==> config.mk <==
export PLATFORM = sky130hd
export DESIGN_NAME = sledc_top
export DESIGN_NICKNAME = d
export VERILOG_FILES = /design/src/design/sledc_pkg.sv /design/src/design/sledc_top.sv
export VERILOG_INCLUDE_DIRS = /design/src /design/src/design
export SDC_FILE = /design/constraint.sdc
export NUM_CORES = 1
export LEC_CHECK = 0
export ABC_AREA = 1
export BUFFER_PORTS_ARGS = -buffer_cell sky130_fd_sc_hd__buf_2
export CAP_MARGIN = 20
export CORE_ASPECT_RATIO = 0.7
export CORE_UTILIZATION = 50
export CTS_CLUSTER_DIAMETER = 40
export DETAILED_ROUTE_END_ITERATION = 10
export PLACE_DENSITY = 0.81
export SLEW_MARGIN = 20
export SYNTH_ARGS = -nofsm -noshare
export SYNTH_HDL_FRONTEND = slang
export SYNTH_SLANG_ARGS = --single-unit
==> constraint.sdc <==
create_clock -name clk -period 2.6 [get_ports clk]
set_input_delay 0.13 -clock clk [delete_from_list [all_inputs] [get_ports clk]]
set_output_delay 0.13 -clock clk [all_outputs]
set_load 0.005 [all_outputs]
==> src/design/sledc_defines.svh <==
`ifndef SLEDC_DEFINES_SVH
`define SLEDC_DEFINES_SVH

// register offsets (byte addresses, one word each)
`define SLEDC_OFF_CTRL 8'h00
`define SLEDC_OFF_PERIOD 8'h04
`define SLEDC_OFF_STATUS 8'h08

// control register fields
`define SLEDC_CTRL_SRC_LSB 0
`define SLEDC_CTRL_SRC_W 2
`define SLEDC_CTRL_PORT_LSB 4
`define SLEDC_CTRL_PORT_W 2
`define SLEDC_CTRL_ADDR_LSB 8
`define SLEDC_CTRL_ADDR_W 8

// reset values
`define SLEDC_CTRL_RST 32'h0000_0000
`define SLEDC_PERIOD_RST 24'h98_9680

// timing: indicator cycle in ms, cycle count derived from 20 MHz clock
`define SLEDC_CYCLE_MS 500
`define SLEDC_CLK_KHZ 20000
`define SLEDC_CYCLE_CLKS (`SLEDC_CYCLE_MS * `SLEDC_CLK_KHZ)

// startup sequence: four half-cycles green, red, green, red
`define SLEDC_STARTUP_STEPS 4
// error blink: cycles of dark gap after a code burst
`define SLEDC_ERR_GAP 3

// data store byte decode
`define SLEDC_VAL_OFF 8'h00
`define SLEDC_VAL_GREEN 8'h01
`define SLEDC_VAL_RED 8'h02
`define SLEDC_VAL_GBLINK 8'h03
`define SLEDC_VAL_RBLINK 8'h04

`endif

==> src/design/sledc_pkg.sv <==
package sledc_pkg;

  typedef enum logic [1:0] {
    SLEDC_SRC_DEFAULT = 2'h0,
    SLEDC_SRC_ACTIVITY = 2'h1,
    SLEDC_SRC_STORE = 2'h2
  } sledc_src_t;

  typedef enum logic [3:0] {
    SLEDC_ST_STARTUP = 4'h1,
    SLEDC_ST_NORMAL = 4'h2,
    SLEDC_ST_ERROR = 4'h4,
    SLEDC_ST_GAP = 4'h8
  } sledc_state_t;

  typedef struct packed {
    logic green;
    logic red;
  } sledc_led_t;

  typedef struct packed {
    logic [7:0] addr;
    logic [31:0] wdata;
    logic wr;
    logic rd;
  } sledc_bus_t;

endpackage

==> src/design/sledc_top.sv <==
// Summary of operation
// RL1: startup blinks green, red, green, red first
// RL2: error overrides after startup, red blinks give error code
// RL3: default source: steady green without usb
// RL4: default source: blink green with usb
// RL5: tx activity lights green half cycle
// RL6: rx activity lights red half cycle
// RL7: store source follows only stored byte
// RL8: decode byte 0..4, larger values off
// RL9: port select used only in activity source
// RL10: store address used only in store source
// RL11: programmable divider sets cycle, clears activity
`timescale 1ns/1ps
`include "sledc_defines.svh"

module sledc_top #(
  parameter int NUM_PORTS = 4,
  parameter int PERIOD_W = 24,
  parameter logic [23:0] CYCLE_CLKS = 24'(`SLEDC_CYCLE_CLKS / 2)
) (
  input wire logic clk,
  input wire logic rst_n,
  input wire sledc_pkg::sledc_bus_t bus,
  output sledc_pkg::sledc_led_t led,
  output logic [31:0] rdata,
  output logic [7:0] store_addr,
  input wire logic [7:0] store_data,
  input wire logic [NUM_PORTS-1:0] tx_strobe,
  input wire logic [NUM_PORTS-1:0] rx_strobe,
  input wire logic usb_connected,
  input wire logic error_flag,
  input wire logic [3:0] error_code
);
  import sledc_pkg::*;

  // ------------------------------------------------------------
  // parameter checks
  // ------------------------------------------------------------
  if (NUM_PORTS < 1 || NUM_PORTS > 4) begin : g_bad_ports
    $error("NUM_PORTS must be 1 to 4");
  end
  if (PERIOD_W != 24 || CYCLE_CLKS < 24'h2) begin : g_bad_period
    $error("PERIOD_W must be 24 and CYCLE_CLKS at least 2");
  end

  // ------------------------------------------------------------
  // state shared across sections
  // ------------------------------------------------------------
  logic [15:0] ctrl_ff, nxt_ctrl;
  logic [23:0] period_ff, nxt_period;
  logic [31:0] rdata_ff, nxt_rdata;
  logic [7:0] addr_ff, nxt_addr;
  logic act_tx_ff, nxt_act_tx;
  logic act_rx_ff, nxt_act_rx;
  sledc_state_t state_ff, nxt_state;
  sledc_led_t led_ff, nxt_led;
  sledc_src_t src;
  logic [1:0] port_sel;
  logic [7:0] cfg_addr;
  logic [23:0] wr_period;
  logic [31:0] status_word;

  assign src = sledc_src_t'(ctrl_ff[`SLEDC_CTRL_SRC_LSB +: `SLEDC_CTRL_SRC_W]);
  assign port_sel = ctrl_ff[`SLEDC_CTRL_PORT_LSB +: `SLEDC_CTRL_PORT_W];
  assign cfg_addr = ctrl_ff[`SLEDC_CTRL_ADDR_LSB +: `SLEDC_CTRL_ADDR_W];
  assign wr_period = bus.wdata[23:0];

  // status word: state, led, activity, usb, error
  assign status_word = {22'h0, state_ff, led_ff, act_tx_ff, act_rx_ff,
    usb_connected, error_flag};

  // ------------------------------------------------------------
  // register writes and reads
  // ------------------------------------------------------------
  always_comb begin
    nxt_ctrl = ctrl_ff;
    nxt_period = period_ff;
    nxt_rdata = 32'h0;
    if (bus.wr) begin
      case (bus.addr)
        `SLEDC_OFF_CTRL: begin
          nxt_ctrl = bus.wdata[15:0];
        end
        `SLEDC_OFF_PERIOD: begin
          // RL11: period floor keeps divider alive
          nxt_period = (wr_period < 24'h2) ? 24'h2 : wr_period;
        end
        default: begin
          nxt_ctrl = ctrl_ff;
        end
      endcase
    end
    if (bus.rd) begin
      case (bus.addr)
        `SLEDC_OFF_CTRL: begin
          nxt_rdata = {16'h0, ctrl_ff};
        end
        `SLEDC_OFF_PERIOD: begin
          nxt_rdata = {8'h0, period_ff};
        end
        `SLEDC_OFF_STATUS: begin
          nxt_rdata = status_word;
        end
        default: begin
          nxt_rdata = 32'h0;
        end
      endcase
    end
  end

  // ------------------------------------------------------------
  // data store address
  // ------------------------------------------------------------
  always_comb begin
    // RL10: address gated by source
    if (src == SLEDC_SRC_STORE) begin
      nxt_addr = cfg_addr;
    end else begin
      nxt_addr = 8'h0;
    end
  end

  // ------------------------------------------------------------
  // half-cycle divider and activity capture
  // ------------------------------------------------------------
  logic [23:0] div_ff, nxt_div;
  logic half_ff, nxt_half;
  logic show_tx_ff, nxt_show_tx, show_rx_ff, nxt_show_rx;
  logic tick;
  logic port_ok;
  logic tx_sel, rx_sel;

  assign tick = (div_ff == 24'h0);
  // ports beyond NUM_PORTS read as idle
  assign port_ok = 32'(port_sel) < NUM_PORTS;
  // RL9: port chosen only in activity source
  assign tx_sel = (src == SLEDC_SRC_ACTIVITY) && port_ok
    && tx_strobe[port_sel];
  assign rx_sel = (src == SLEDC_SRC_ACTIVITY) && port_ok
    && rx_strobe[port_sel];

  always_comb begin
    // RL11: free-running programmable divider
    nxt_div = tick ? (period_ff - 24'h1) : (div_ff - 24'h1);
    nxt_half = tick ? ~half_ff : half_ff;
    nxt_show_tx = show_tx_ff;
    nxt_show_rx = show_rx_ff;
    nxt_act_tx = act_tx_ff | tx_sel;
    nxt_act_rx = act_rx_ff | rx_sel;
    if (tick && half_ff) begin
      // RL11: latch and clear at cycle boundary
      nxt_show_tx = act_tx_ff | tx_sel;
      nxt_show_rx = act_rx_ff | rx_sel;
      nxt_act_tx = 1'b0;
      nxt_act_rx = 1'b0;
    end
  end

  // ------------------------------------------------------------
  // sequencing state machine
  // ------------------------------------------------------------
  logic [3:0] step_ff, nxt_step;
  logic [3:0] code_ff, nxt_code;
  logic blink;

  // blink phase: lit in first half of cycle
  assign blink = ~half_ff;

  function automatic sledc_led_t sledc_decode(input logic [7:0] v,
                                              input logic ph);
    sledc_led_t r;
    r = '0;
    // RL8: byte decode
    case (v)
      `SLEDC_VAL_OFF: r = '0;
      `SLEDC_VAL_GREEN: r.green = 1'b1;
      `SLEDC_VAL_RED: r.red = 1'b1;
      `SLEDC_VAL_GBLINK: r.green = ph;
      `SLEDC_VAL_RBLINK: r.red = ph;
      default: r = '0;
    endcase
    return r;
  endfunction

  always_comb begin
    nxt_state = state_ff;
    nxt_step = step_ff;
    nxt_code = code_ff;
    nxt_led = '0;
    case (state_ff)
      SLEDC_ST_STARTUP: begin
        // RL1: green, red, green, red sequence
        nxt_led.green = ~step_ff[0];
        nxt_led.red = step_ff[0];
        if (tick) begin
          nxt_step = step_ff + 4'h1;
          if (step_ff == 4'(`SLEDC_STARTUP_STEPS - 1)) begin
            nxt_state = SLEDC_ST_NORMAL;
            nxt_step = 4'h0;
          end
        end
      end
      SLEDC_ST_NORMAL: begin
        case (src)
          SLEDC_SRC_DEFAULT: begin
            // RL3: steady green without usb
            // RL4: blink green with usb
            nxt_led.green = usb_connected ? blink : 1'b1;
          end
          SLEDC_SRC_ACTIVITY: begin
            // RL5: tx green first half
            nxt_led.green = show_tx_ff & ~half_ff;
            // RL6: rx red second half
            nxt_led.red = show_rx_ff & half_ff;
          end
          SLEDC_SRC_STORE: begin
            // RL7: only stored byte drives led
            nxt_led = sledc_decode(store_data, blink);
          end
          default: nxt_led = '0;
        endcase
      end
      SLEDC_ST_ERROR: begin
        // RL2: red blink count equals error code
        nxt_led.red = blink;
        if (tick && half_ff) begin
          nxt_step = step_ff + 4'h1;
          if (step_ff + 4'h1 >= code_ff) begin
            nxt_state = SLEDC_ST_GAP;
            nxt_step = 4'h0;
          end
        end
      end
      SLEDC_ST_GAP: begin
        if (tick && half_ff) begin
          nxt_step = step_ff + 4'h1;
          if (step_ff == 4'(`SLEDC_ERR_GAP - 1)) begin
            nxt_step = 4'h0;
            nxt_state = error_flag ? SLEDC_ST_ERROR : SLEDC_ST_NORMAL;
            nxt_code = (error_code == 4'h0) ? 4'h1 : error_code;
          end
        end
      end
      default: begin
        nxt_state = SLEDC_ST_STARTUP;
        nxt_step = 4'h0;
      end
    endcase
    // RL2: error override after startup
    if (error_flag && state_ff == SLEDC_ST_NORMAL) begin
      nxt_state = SLEDC_ST_ERROR;
      nxt_step = 4'h0;
      nxt_code = (error_code == 4'h0) ? 4'h1 : error_code;
      nxt_led = '0;
    end
  end

  // ------------------------------------------------------------
  // register bank flops
  // ------------------------------------------------------------
  always_ff @(posedge clk) begin
    if (!rst_n) begin
      ctrl_ff <= 16'(`SLEDC_CTRL_RST);
      period_ff <= CYCLE_CLKS;
      rdata_ff <= 32'h0;
      addr_ff <= 8'h0;
    end else begin
      ctrl_ff <= nxt_ctrl;
      period_ff <= nxt_period;
      rdata_ff <= nxt_rdata;
      addr_ff <= nxt_addr;
    end
  end

  // ------------------------------------------------------------
  // divider and activity flops
  // ------------------------------------------------------------
  always_ff @(posedge clk) begin
    if (!rst_n) begin
      // first startup half lasts a full period too
      div_ff <= CYCLE_CLKS - 24'h1;
      half_ff <= 1'b0;
      act_tx_ff <= 1'b0;
      act_rx_ff <= 1'b0;
      show_tx_ff <= 1'b0;
      show_rx_ff <= 1'b0;
    end else begin
      div_ff <= nxt_div;
      half_ff <= nxt_half;
      act_tx_ff <= nxt_act_tx;
      act_rx_ff <= nxt_act_rx;
      show_tx_ff <= nxt_show_tx;
      show_rx_ff <= nxt_show_rx;
    end
  end

  // ------------------------------------------------------------
  // sequencer flops
  // ------------------------------------------------------------
  always_ff @(posedge clk) begin
    if (!rst_n) begin
      state_ff <= SLEDC_ST_STARTUP;
      step_ff <= 4'h0;
      code_ff <= 4'h1;
      led_ff <= '0;
    end else begin
      state_ff <= nxt_state;
      step_ff <= nxt_step;
      code_ff <= nxt_code;
      led_ff <= nxt_led;
    end
  end

  assign led = led_ff;
  assign rdata = rdata_ff;
  assign store_addr = addr_ff;

endmodule

# Word level (Yosys, flattened, before mapping)
# Cells that the tools add are included.
# totals
ff_bits,123
inputBits,66
# classes
add_sub_neg,3
magnitude_cmp,3
eq_ne,27
n_mux,35
n_bitwise,8
n_reduce_logical,21
# ops
operator,n
case mux 24 bit (3 select lines),1
2-to-1 mux 4 bit,17
2-to-1 mux 24 bit,2
subtractor 24 x 1 -> 24 bit (second input constant),2
case mux 4 bit (4 select lines),2
logical NOT 24 bit,1
< comparator 24 x 2 -> 1 bit (second input constant),1
inequality test 3 bit (second input constant),6
equality test 8 x 2 -> 1 bit (second input constant),2
equality test 8 x 3 -> 1 bit (second input constant),2
AND reduction 7 bit,2
equality test 4 x 2 -> 1 bit (second input constant),3
inequality test 2 bit (second input constant),6
equality test 8 x 1 -> 1 bit (second input constant),1
equality test 8 x 4 -> 1 bit (second input constant),1
logical NOT 8 bit,1
case mux 1 bit (2 select lines),4
AND reduction 2 bit,4
2-to-1 mux 3 bit,2
case mux 1 bit (3 select lines),2
nonzero test 2 bit,3
adder 4 x 1 -> 4 bit (second input constant),1
binary-select mux 1 bit (select 2 bit),2
equality test 4 x 1 -> 1 bit (second input constant),1
17 further kinds,28

# Depth between registers and ports, before layout
# Gate-level depths: netlist of the first run.
# logic_depth
word_depth,6
ltp_mapped,15

# Worst setup path before layout of the first run
# Ideal clock, no wire load.
# synth_timing
path_type,flip-flop to flip-flop
from,register step_ff[0]
to,register state_ff[2]
t_arrival_ns,1.848
required_time_ns,2.466
setup_slack_ns,0.618
path_stages_with_launch,13
path_cell_list,dfxtp_1 > inv_1 > ha_1 > inv_1 > ha_1 > inv_1 > nor2_1 > o211ai_1 > nand3_1 > o21bai_1 > nor2_4 > o21ai_0 > a21oi_1
# synth_between
elab_chain_len,4
# synth_rtl
item,line_no,rtl
start: declaration,sledc_top.sv:162,"logic [3:0] step_ff, nxt_step;"
start signal: assignment,sledc_top.sv:308,step_ff <= nxt_step;
adder 4 x 1 -> 4 bit,sledc_top.sv:228,if (step_ff + 4'h1 >= code_ff) begin
greater-or-equal comparator 4 bit,sledc_top.sv:228,
inequality test 3 bit (no line),-,
AND reduction 7 bit (no line) (*),-,
end signal: assignment,sledc_top.sv:307,state_ff <= nxt_state;
end: declaration,sledc_top.sv:55,"sledc_state_t state_ff, nxt_state;"
# Mark *: on every way between the ends. The rest lies on a longest branch, timed or not.
# A chain may end at the register's enable or synchronous reset.

# Worst setup path after layout of the first run
# Ends and elaborated chain as after synthesis.

==> results of run 1 <==
-- power by group --
part	switching, mW	internal (mW)	total [mW]
Combinational	0.0909	0.0584	0.149
Sequential	0.00381	1.77	1.77
Clock	0.910	1.37	2.28
Total	1.00	3.20	4.20
-- critical path, delay by kind of cell (launching register included) --
kind	cells	cell delay [ns]
adder cells (fa/ha/maj)	2	0.59
buffers and inverters	3	0.25
AND/OR/NAND/NOR	3	0.23
flip-flops	1	0.39
AO/OA/AOI/OAI	5	0.76
-- registers in the layout, summed over array words and instances (netlist names) --
register / flops
act_rx_ff: 1
act_tx_ff: 1
code_ff: 4
ctrl_ff: 16
div_ff: 24
half_ff: 1
led: 2
period_ff: 24
rdata: 24
show_rx_ff: 1
show_tx_ff: 1
state_ff: 4
step_ff: 4
store_addr: 8
-- cell type report --
cell class | count | area, um2
timing repair buffer | 107 | 593
inverter | 115 | 434
multi-input combinational | 499 | 2680
sequential | 115 | 2300
clock inverter | 14 | 145
clock buffer | 18 | 439
fill | 902 | 3810
tap | 148 | 185
-- worst paths after layout --
check | start | endpoint | cells past startpoint
min reg2reg | ctrl_ff[14]$_SDFFE_PN0P_ | store_addr[6]$_SDFF_PN0_ | 2
max reg2reg | step_ff[0]$_SDFFE_PP0P_ | state_ff[2]$_SDFFE_PN0P_ | 13
max | step_ff[0]$_SDFFE_PP0P_ | state_ff[2]$_SDFFE_PN0P_ | 13
min | bus[4] | ctrl_ff[2]$_SDFFE_PN0P_ | 3
-- through the flow --
step                utilization  instance area, um2  cells  power [mW]  setup slack [ns]
finish                    0.640                6780   1016        4.20             0.281
floorplan                     -                5600    759        1.88             0.618
global route              0.640                6780   1016        4.33            0.0609
global placement          0.578                6120    977        1.95             0.412
detailed placement        0.578                6120    977        1.95             0.371
CTS                       0.640                6780   1016        4.21             0.333
-- metal layers --
layer  up-vias  part of all wire  wire [um]  track usage
li1       2677                 -          -            -
met1      2421              0.49       6970        0.367
met2       253              0.42       6020        0.367
met3        22             0.079       1130       0.0658
met4         0            0.0097        139       0.0618
met5         -                 0          0            0
-- cell usage after synthesis (2+ instances only) --
cell	number
a31oi_1	4
nor2_2	9
a21oi_1	60
nand4_1	22
nand3b_1	4
buf_6	4
clkbuf_1	12
nand2_1	122
o21ai_1	5
nor2_4	8
nor2_1	84
inv_2	2
o221ai_1	7
inv_1	111
o211ai_1	7
o21bai_1	3
nand2_2	10
nor4_1	6
a211oi_1	14
nand3_4	2
nand3_1	28
o22ai_1	4
o21bai_2	5
nor3_1	14
ha_1	11
buf_4	10
o31ai_1	2
o21ai_0	45
nand2_4	2
dfxtp_1	115
xor2_1	3
buf_2	4
-- timing repair --
action / in CTS / in global routing
endpoints found under the hold margin: 8 / 0
hold buffers: 7 / 0
setup buffers: 0 / 0
-- kinds of logic after synthesis --
group / after synthesis / synth area share
AO/OA/AOI/OAI: 159 / 0.170
XOR/XNOR: 3 / 0.00472
adder cells (fa/ha/maj): 11 / 0.0247
buffers and inverters: 145 / 0.111
flip-flops: 115 / 0.413
other: 1 / 0.000673
AND/OR/NAND/NOR: 318 / 0.276
==> parameters.txt, run 1 <==
Parameter                              Value

STA
  RSZ-0062 raised after global routing ... false
  TNS Setup ... 0 ns
  Remaining max-slew budget at the tightest pin ... 0.497
  Post-route worst hold slack ... 0.0102 ns
  Largest clock skew in the final design ... 0.0106 ns
  Number of hold violations in the final report ... 0
  Shortest clock period the worst path allows after layout ... 2.32 ns
  Number of max-slew violations in the final report ... 0
  Final setup viols ... 0
  Actual transition at the worst max-transition pin ... 0.753 ns
  Portion of the clock cycle consumed by the worst path in the final layout ... 0.892
  Max Freq ... 431 MHz

Critical path
  Most prevalent standard cell on the critical path ... inv_1
  Worst-path fanout max ... 7
  Slowest stage cell on the critical path ... dfxtp_1
  WP data arrival ... 2.64 ns
  CP startpoint kind ... flip-flop
  Crit Path Class ... reg2reg
  Flop2flop setup slack ... between 0.2 and 0.3 ns
  Cell breakdown of the critical path ... inv_1 -> ha_1 -> inv_1 -> ha_1 -> inv_1 -> nor2_1 -> o211ai_1 -> nand3_1 -> o21bai_1 -> nor2_4 -> o21ai_1 -> o21ai_0 -> a21oi_1
  Peak per-stage delay on the critical path ... 0.39 ns
  Endpoint class of the critical path ... flip-flop
  WP data required ... 2.93 ns

Drt
  DRC marker count from the first detailed-route iteration ... roughly 650
  DRC violation count after routing ... 0
  Total via count in the routed design ... 5373
  Final Routed Wirelength ... 14300 um
  Mean routed wirelength per cell ... 14.0 um
  Per-cell via count in the routed design ... between 5 and 6
  First-pass DRT Iterations ... 5
  Post-DRT Antenna Nets ... 0

Logic synthesis
  Number of warnings printed during yosys synthesis ... 0
  Flop and latch count out of synthesis ... 115
  Synth area leader ... dfxtp_1
  Commonest register cell after synthesis ... dfxtp_1
  Number of synthesized flops with an enable pin ... 0
  Synth area leaders ... dfxtp_1, nand2_1, inv_1, nor2_1, a21oi_1
  Gate count of the mapped netlist ... 752
  Async S/R FF share, synth ... 0
  Mapped cell area ... 5570 um2
  Count of cell types in the netlist ... 45
  Sequential element share of the synthesized area ... 0.413
  Avg Inst Size Synth ... 7.41 um2
  Proportion of netlist area held by the largest area contributor ... 0.413

Clocking
  Number of buffers created by CTS ... 17
  Gates resized, CTS repair ... 0
  H-tree lvl count ... 4
  Clock tree from TritonCTS ... done
  Clock transition at the register clock pins on the worst setup and hold paths after CTS ... about 0.060 ns
  # clock sinks ... 115
  Clock buffer depth ... 2
  Buffer type at the clock tree root ... clkbuf_16
  Clk_lat worst skew ... 0.42 ns

Placement
  Count of buffers from port buffering ... 91
  RePlAce Congestion ... 0.894
  Final HPWL DP ... around 10000 um

Power
  Leakage power of the design ... 3.09 nW
  Cell area power density ... 620 nW/um2
  Worst ir drop on vdd ... 0.000464 V

Global route
  Gr usage total ... 0.252
  Via count of the first global-routing pass ... 4686
  GR Overflow Total ... 0
  Largest net degree at the start of global routing ... 32
  Initial antenna violation count ... 0
  Wire length of the first global-routing pass ... 22800 um

Worst hold path
  Min-Delay Path Class ... in2reg

Cells and area
  Commonest cells after routing, fill and taps aside ... nand2_1, dfxtp_1, inv_1
  Area growth from synthesis to layout ... 21.6%
  Net total in the final layout ... 932
  Count of inserted antenna diode cells ... 0
  Ratio of cells with drive above 1 in the final layout ... 0.204
  Most common cell after layout, fill and taps aside ... nand2_1

Floorplanning
  Horizontal die dimension ... about 130 um
  Die area ... 11600 um2
  CORE AREA ... roughly 11000 um2
  Height of the die ... 90.3 um
  Number of top-level design ports ... between 100 and 150
  Row count ... 31
  Starting density of the core ... 0.526

Run status
  Run status ... completed

Run
  Number of max-cap violations ... 0
(Power assumes the default switching activity.)
==> run 2, diff against run 1 <==
- CORE_ASPECT_RATIO: 0.7 -> default
==> run 2 against run 1 <==
Combinational power up 22%. Sequential share of layout area down 1.2 points. Worst setup slack worse by 0.022 ns. Design area up 3.5%. Core utilization up 0.71 points. Clock power about the same. Critical endpoint is now div_ff[22]$_SDFF_PN1_. Largest cell class unchanged. Largest power group unchanged.
==> parameters.txt, run 2 (same netlist as run 1, synthesis figures left out) <==
Parameter                              Value

Run status
  Run status ... completed (unchanged)

Cells and area
  Most common cell after layout, fill and taps aside ... nand2_1 (unchanged)
  Area growth from synthesis to layout ... 25.9% (was 21.6%)
  Final Non-Filler Cells ... 1032 (was 1016)
  Multi-input gate area in the final layout ... 2680 um2 (unchanged)
  Commonest cells after routing, fill and taps aside ... nand2_1, dfxtp_1, inv_1 (unchanged)
  Count of inserted antenna diode cells ... 0 (unchanged)
  Post-layout instance area ... 7010 um2 (was 6780 um2)
  Ratio of cells with drive above 1 in the final layout ... 0.196 (was 0.204)
  Fillcell total ... 863 (was 902)
  Sequential cell area ... 2300 um2 (unchanged)
  Net total in the final layout ... 956 (was 932)

Global route
  Initial antenna violation count ... 0 (unchanged)
  GR Overflow Total ... 0 (unchanged)
  Largest net degree at the start of global routing ... 54 (was 32)
  Wire length of the first global-routing pass ... 24000 um (was 22800 um)
  Via count of the first global-routing pass ... 5132 (was 4686)
  Gr usage total ... 0.265 (was 0.252)

Floorplanning
  CORE AREA ... 10800 um2 (was 10600 um2)
  Die area ... 11600 um2 (about the same)
  Height of the die ... 108 um (was 90.3 um)
  Number of top-level design ports ... 108 (unchanged)
  Starting density of the core ... 0.514 (was 0.526)
  Row count ... 38 (was 31)
  Horizontal die dimension ... 108 um (was 128 um)

Clocking
  Gates resized, CTS repair ... 0 (unchanged)
  Clk_lat worst skew ... 0.53 ns (was 0.42 ns)
  Clock transition at the register clock pins on the worst setup and hold paths after CTS ... 0.06 ns (about the same)
  Clock buffer depth ... 2 (unchanged)
  Number of buffers created by CTS ... 17 (unchanged)
  Buffer type at the clock tree root ... clkbuf_8 (was clkbuf_16)
  # clock sinks ... 115 (unchanged)
  Clock tree from TritonCTS ... done (unchanged)
  H-tree lvl count ... 4 (unchanged)

Power
  Cell area power density ... 608 nW/um2 (was 620 nW/um2)
  Switching part of the total ... 0.240 (was 0.239)
  Switching power ... 1.02 mW (was 1.00 mW)
  Logic gate share of total power ... 0.043 (was 0.036)
  Sequential share of power ... 0.416 (was 0.422)
  Internal power ... 3.24 mW (was 3.20 mW)
  Leakage power of the design ... 3.18 nW (was 3.09 nW)
  Clock network power share ... 0.542 (was 0.543)
  Worst ir drop on vdd ... 0.000557 V (was 0.000464 V)

Critical path
  Endpoint class of the critical path ... flip-flop (unchanged)
  WP data required ... 3.00 ns (was 2.93 ns)
  WP data arrival ... 2.74 ns (was 2.64 ns)
  Worst-path fanout max ... 18 (was 7)
  CP startpoint kind ... flip-flop (unchanged)
  Crit Path Class ... reg2reg (unchanged)

STA
  RSZ-0062 raised after global routing ... false (unchanged)
  TNS Setup ... 0 ns (unchanged)
  Max Freq ... 427 MHz (was 431 MHz)
  Largest clock skew in the final design ... 0.00935 ns (was 0.0106 ns)
  Remaining max-slew budget at the tightest pin ... 0.478 (was 0.497)
  Number of max-slew violations in the final report ... 0 (unchanged)
  Shortest clock period the worst path allows after layout ... 2.34 ns (was 2.32 ns)
  Final setup viols ... 0 (unchanged)
  Actual transition at the worst max-transition pin ... 0.782 ns (was 0.753 ns)
  Number of hold violations in the final report ... 0 (unchanged)
  Portion of the clock cycle consumed by the worst path in the final layout ... 0.900 (was 0.892)
  Worst Slack Setup Final ... 0.259 ns (was 0.281 ns)

Drt
  Total via count in the routed design ... 5535 (was 5373)
  Mean routed wirelength per cell ... 14.2 um (was 14.0 um)
  Post-DRT Antenna Nets ... 0 (unchanged)
  DRC marker count from the first detailed-route iteration ... 555 (was 645)
  First-pass DRT Iterations ... 5 (unchanged)
  DRC violation count after routing ... 0 (unchanged)
  Per-cell via count in the routed design ... 5.36 (was 5.29)
  Final Routed Wirelength ... 14700 um (was 14300 um)

Placement
  Final HPWL DP ... 9600 um (was 10300 um)
  RePlAce Congestion ... 0.889 (was 0.894)
  Number of cells after detailed placement ... 967 (was 977)
  Setup slack at placement ... 0.344 ns (was 0.371 ns)
  Count of buffers from port buffering ... 91 (unchanged)
  Cell Area, Placed ... 6100 um2 (was 6120 um2)

Worst hold path
  Min-Delay Path Class ... in2reg (unchanged)

Run
  Number of max-cap violations ... 0 (unchanged)
run 2: changes by cell type in the layout (fill, tap and decap cells not counted):
cell	change
clkinvlp_4	+1
bufinv_16	+1
inv_6	+1
clkbuf_16	-1
clkinv_4	-2
clkinv_8	+1
clkinv_2	+1
inv_8	-2
dlygate4sd3_1	+26
buf_4	-2
run 2: area by class of cell:
class                      count  share of cell area
tap                          140              0.0250
clock buffer                  17              0.0591
inverter                     115              0.0619
sequential                   115               0.328
multi-input combinational    499               0.382
clock inverter                15              0.0246
timing repair buffer         131               0.120
run 2: worst max-delay path, stage by stage (launching register included):
cell and delay (ns):
dfxtp_1 0.31, nor2_1 0.17, nand2_1 0.11, nor2_4 0.37, nand4_1 0.15, nand2_1 0.13, ha_1 0.17, nand2_1 0.11
nor2_4 0.18, nand2_1 0.15, nor2_2 0.18, nand2_1 0.07, nand2_1 0.06, nand3_1 0.05
run 2: repair_timing:
action	CTS	global route
hold buffers	33	0
setup buffers	0	0
endpoints found under the hold margin	48	0
run 2: power by group through the flow:
stage          clock network, mW  registers [mW]  logic, mW
6_report                    2.31            1.77      0.182
2_1_floorplan                  0            1.81     0.0714
4_1_cts                     2.31            1.77      0.176
3_3_place_gp                   0            1.81      0.135
3_5_place_dp                   0            1.81      0.137
5_1_grt                     2.40            1.77      0.199
run 2: through the flow:
| stage | hold slack (ns) | total power, mW | utilization |
|---|---|---|---|
| after CTS | 0.0155 | 4.26 | 0.647 |
| after global routing | 0.0739 | 4.37 | 0.647 |
| after detailed placement | 0.379 | 1.95 | 0.562 |
| after global placement | 0.377 | 1.95 | 0.562 |
| after floorplan | 0.256 | 1.88 | - |
| final | 0.0252 | 4.26 | 0.647 |
run 2: path summary, 6_finish.rpt:
path / startpoint / to / slack, ns / cells after the start
setup / recovery: div_ff[11]$_SDFF_PN1_ / div_ff[22]$_SDFF_PN1_ / 0.26 / 13
hold / removal: tx_strobe[0] / act_tx_ff$_SDFF_PP0_ / 0.03 / 5
setup reg to reg: div_ff[11]$_SDFF_PN1_ / div_ff[22]$_SDFF_PN1_ / 0.26 / 13
hold reg to reg: ctrl_ff[14]$_SDFFE_PN0P_ / store_addr[6]$_SDFF_PN0_ / 0.44 / 2
run 2: metal layers:
layer,vias up,wire (um),GRT usage
met5,-,0,0
met1,2489,6230,0.331
met3,37,1240,0.0648
met4,0,415,0.122
li1,2730,-,-
met2,279,6810,0.429
==> run 3, diff against run 2 <==
- CORE_ASPECT_RATIO: default -> 0.8
==> run 3 against run 2 <==
Clock skew is essentially flat. Worst setup slack worse by 0.0062 ns. Critical path depth is the same. Critical endpoint is now div_ff[23]$_SDFF_PN0_. Global-route usage is 0.98 points lower. Register-to-register slack hardly changed. Total power increased by 0.78%. Wire length shrank 2.5%. Die area about the same. Maximum frequency down 0.26%. Sequential power hardly changed. Sequential share of layout area is 1.3 points higher.
==> parameters.txt, run 3 (same netlist as run 1, synthesis figures left out) <==
Parameter                              Value

Run status
  Run status ... completed (unchanged)

Cells and area
  Ratio of cells with drive above 1 in the final layout ... 0.203 (was 0.196)
  Most common cell after layout, fill and taps aside ... nand2_1 (unchanged)
  Commonest cells after routing, fill and taps aside ... nand2_1, dfxtp_1, inv_1 (unchanged)
  Area growth from synthesis to layout ... 21.2% (was 25.9%)
  Count of inserted antenna diode cells ... 0 (unchanged)
  Net total in the final layout ... 928 (was 956)

Floorplanning
  Number of top-level design ports ... 108 (unchanged)
  Horizontal die dimension ... 120 um (was 108 um)
  Row count ... 34 (was 38)
  Height of the die ... 96.4 um (was 108 um)
  Starting density of the core ... 0.514 (about the same)
  Die area ... 11600 um2 (about the same)
  CORE AREA ... 10800 um2 (about the same)

Critical path
  WP data arrival ... 2.65 ns (was 2.74 ns)
  Peak per-stage delay on the critical path ... 0.37 ns (about the same)
  Largest delay contributor family on the critical path ... simple AND/OR/NAND/NOR gates (unchanged)
  Cell breakdown of the critical path ... nor2_1 -> nand2_1 -> nor2_4 -> nand3_4 -> buf_4 -> nor2_1 -> a21oi_1 -> nor2_1 -> nand2_1 -> nor2_1 -> nand3_1 -> nand2_1 -> nor2_1 (was nor2_1 -> nand2_1 -> nor2_4 -> nand4_1 -> nand2_1 -> ha_1 -> nand2_1 -> nor2_4 -> nand2_1 -> nor2_2 -> nand2_1 -> nand2_1 -> nand3_1)
  Slowest stage cell on the critical path ... nor2_4 (unchanged)
  Number of cells on the worst reg-to-reg path ... 13 (unchanged)
  Worst reg2reg endpoint ... div_ff[23]$_SDFF_PN0_ (was div_ff[22]$_SDFF_PN1_)
  Endpoint class of the critical path ... flip-flop (unchanged)
  Most prevalent standard cell on the critical path ... nor2_1 (was nand2_1)
  Worst-path fanout max ... 18 (unchanged)
  CP startpoint kind ... flip-flop (unchanged)
  Critical R2R Launch ... div_ff[17]$_SDFF_PN0_ (was div_ff[11]$_SDFF_PN1_)
  Count of buffer and inverter cells on the critical path ... 1 (was 0)
  Crit Path Class ... reg2reg (unchanged)
  Flop2flop setup slack ... 0.25 ns (was 0.26 ns)
  WP data required ... 2.90 ns (was 3.00 ns)

STA
  Shortest clock period the worst path allows after layout ... 2.35 ns (was 2.34 ns)
  Number of hold violations in the final report ... 0 (unchanged)
  Final setup viols ... 0 (unchanged)
  Max Freq ... 426 MHz (was 427 MHz)
  RSZ-0062 raised after global routing ... false (unchanged)
  TNS Setup ... 0 ns (unchanged)
  Worst Slack Setup Final ... 0.253 ns (was 0.259 ns)
  Actual transition at the worst max-transition pin ... 0.723 ns (was 0.782 ns)
  Portion of the clock cycle consumed by the worst path in the final layout ... 0.903 (was 0.900)
  Remaining max-slew budget at the tightest pin ... 0.517 (was 0.478)
  Largest clock skew in the final design ... 0.00922 ns (was 0.00935 ns)
  Number of max-slew violations in the final report ... 0 (unchanged)

Placement
  RePlAce Congestion ... 0.882 (was 0.889)
  Setup slack at placement ... 0.337 ns (was 0.344 ns)
  Count of buffers from port buffering ... 91 (unchanged)
  Final HPWL DP ... 9900 um (was 9600 um)

Worst hold path
  Hold Path Depth ... 3 (was 5)
  Terminating pin of the worst hold path ... period_ff[23]$_SDFFE_PN0P_ (was act_tx_ff$_SDFF_PP0_)
  Beginning of the worst hold path ... bus[25] (was tx_strobe[0])
  Min-Delay Path Class ... in2reg (unchanged)

Global route
  Wire length of the first global-routing pass ... 23100 um (was 24000 um)
  Top Usage Layer GRT ... met2 (unchanged)
  Gr usage total ... 0.255 (was 0.265)
  Met1 track demand over resource ... 0.330 (was 0.331)
  Largest net degree at the start of global routing ... 33 (was 54)
  GR Util met3 ... 0.0716 (was 0.0648)
  Initial antenna violation count ... 0 (unchanged)
  Via count of the first global-routing pass ... 4882 (was 5132)
  Met2 Use GR ... 0.403 (was 0.429)
  GR Overflow Total ... 0 (unchanged)

Clocking
  H-tree lvl count ... 4 (unchanged)
  Clock buffer depth ... 2 (unchanged)
  Clk_lat worst skew ... 0.41 ns (was 0.53 ns)
  Buffer type at the clock tree root ... clkbuf_16 (was clkbuf_8)
  Clock tree from TritonCTS ... done (unchanged)
  Number of buffers created by CTS ... 17 (unchanged)
  Clock transition at the register clock pins on the worst setup and hold paths after CTS ... 0.06 ns (about the same)
  Gates resized, CTS repair ... 0 (unchanged)
  # clock sinks ... 115 (unchanged)

Drt
  DRC marker count from the first detailed-route iteration ... 508 (was 555)
  Final Routed Wirelength ... 14300 um (was 14700 um)
  DRC violation count after routing ... 0 (unchanged)
  Per-cell via count in the routed design ... 5.38 (was 5.36)
  Mean routed wirelength per cell ... 14.2 um (about the same)
  First-pass DRT Iterations ... 5 (unchanged)
  Total via count in the routed design ... 5422 (was 5535)
  Post-DRT Antenna Nets ... 0 (unchanged)

Power
  Worst ir drop on vdd ... 0.000462 V (was 0.000557 V)
  Cell area power density ... 636 nW/um2 (was 608 nW/um2)
  Leakage power of the design ... 3.07 nW (was 3.18 nW)

Run
  Number of max-cap violations ... 0 (unchanged)
## run 3: cell types whose count changed in the layout (fill, tap and decap cells not counted)
cell,change
inv_8,+1
dlygate4sd3_1,-28
clkinv_2,-2
clkbuf_16,+1
clkinv_8,-1
clkinvlp_4,+1
## run 3: layout make-up
class / count / area (um2)
Inverter: 115 / 434
Tap cell: 144 / 180
Clock inverter: 14 / 165
Timing Repair Buffer: 103 / 558
Multi-Input combinational cell: 499 / 2680
Fill cell: 906 / 4090
Sequential cell: 115 / 2300
Clock buffer: 18 / 439
## run 3: stage by stage
| stage | hold WS, ns | utilization | instances | instance area [um2] | power (mW) |
|---|---|---|---|---|---|
| floorplan | 0.256 | - | 759 | 5600 | 1.88 |
| global placement | 0.370 | 0.562 | 971 | 6100 | 1.95 |
| detailed placement | 0.384 | 0.562 | 971 | 6100 | 1.95 |
| CTS | 0.00298 | 0.623 | 1008 | 6760 | 4.30 |
| global route | 0.0188 | 0.623 | 1008 | 6760 | 4.40 |
| finish | 0.0120 | 0.623 | 1008 | 6760 | 4.30 |
## run 3: worst max path at each step
stage,from,end,slack (ns),cells after the start
2_1_floorplan,step_ff[0]$_SDFFE_PP0P_,state_ff[2]$_SDFFE_PN0P_,0.62,12
3_3_place_gp,div_ff[17]$_SDFF_PN0_,div_ff[13]$_SDFF_PN0_,0.38,13
6_report,div_ff[17]$_SDFF_PN0_,div_ff[23]$_SDFF_PN0_,0.25,13
5_1_grt,div_ff[17]$_SDFF_PN0_,div_ff[23]$_SDFF_PN0_,0.05,13
3_5_place_dp,div_ff[17]$_SDFF_PN0_,div_ff[13]$_SDFF_PN0_,0.34,13
4_1_cts,div_ff[17]$_SDFF_PN0_,div_ff[23]$_SDFF_PN0_,0.26,13
## run 3: routing by layer
metal | part of all wire | wire [um] | vias up
li1 | - | - | 2673
met1 | 0.45 | 6490 | 2456
met2 | 0.44 | 6290 | 255
met3 | 0.089 | 1270 | 38
met4 | 0.019 | 278 | 0
met5 | 0 | 0 | -
## run 3: timing repair
item | CTS | global route
setup buffers | 0 | 0
endpoints found under the hold margin | 5 | 0
hold buffers | 5 | 0
## run 3: power by group
part	switching [mW]	total [mW]	internal, mW
Sequential	0.00339	1.77	1.77
Clock	0.912	2.38	1.46
Combinational	0.0907	0.147	0.0565
Total	1.01	4.30	3.29
## run 3: worst min-delay path: cells and delay by family
| kind | cells | cell delay (ns) |
|---|---|---|
| compound gates | 1 | 0.04 |
| buf+inv | 1 | 0.11 |
| simple gates | 1 | 0.09 |
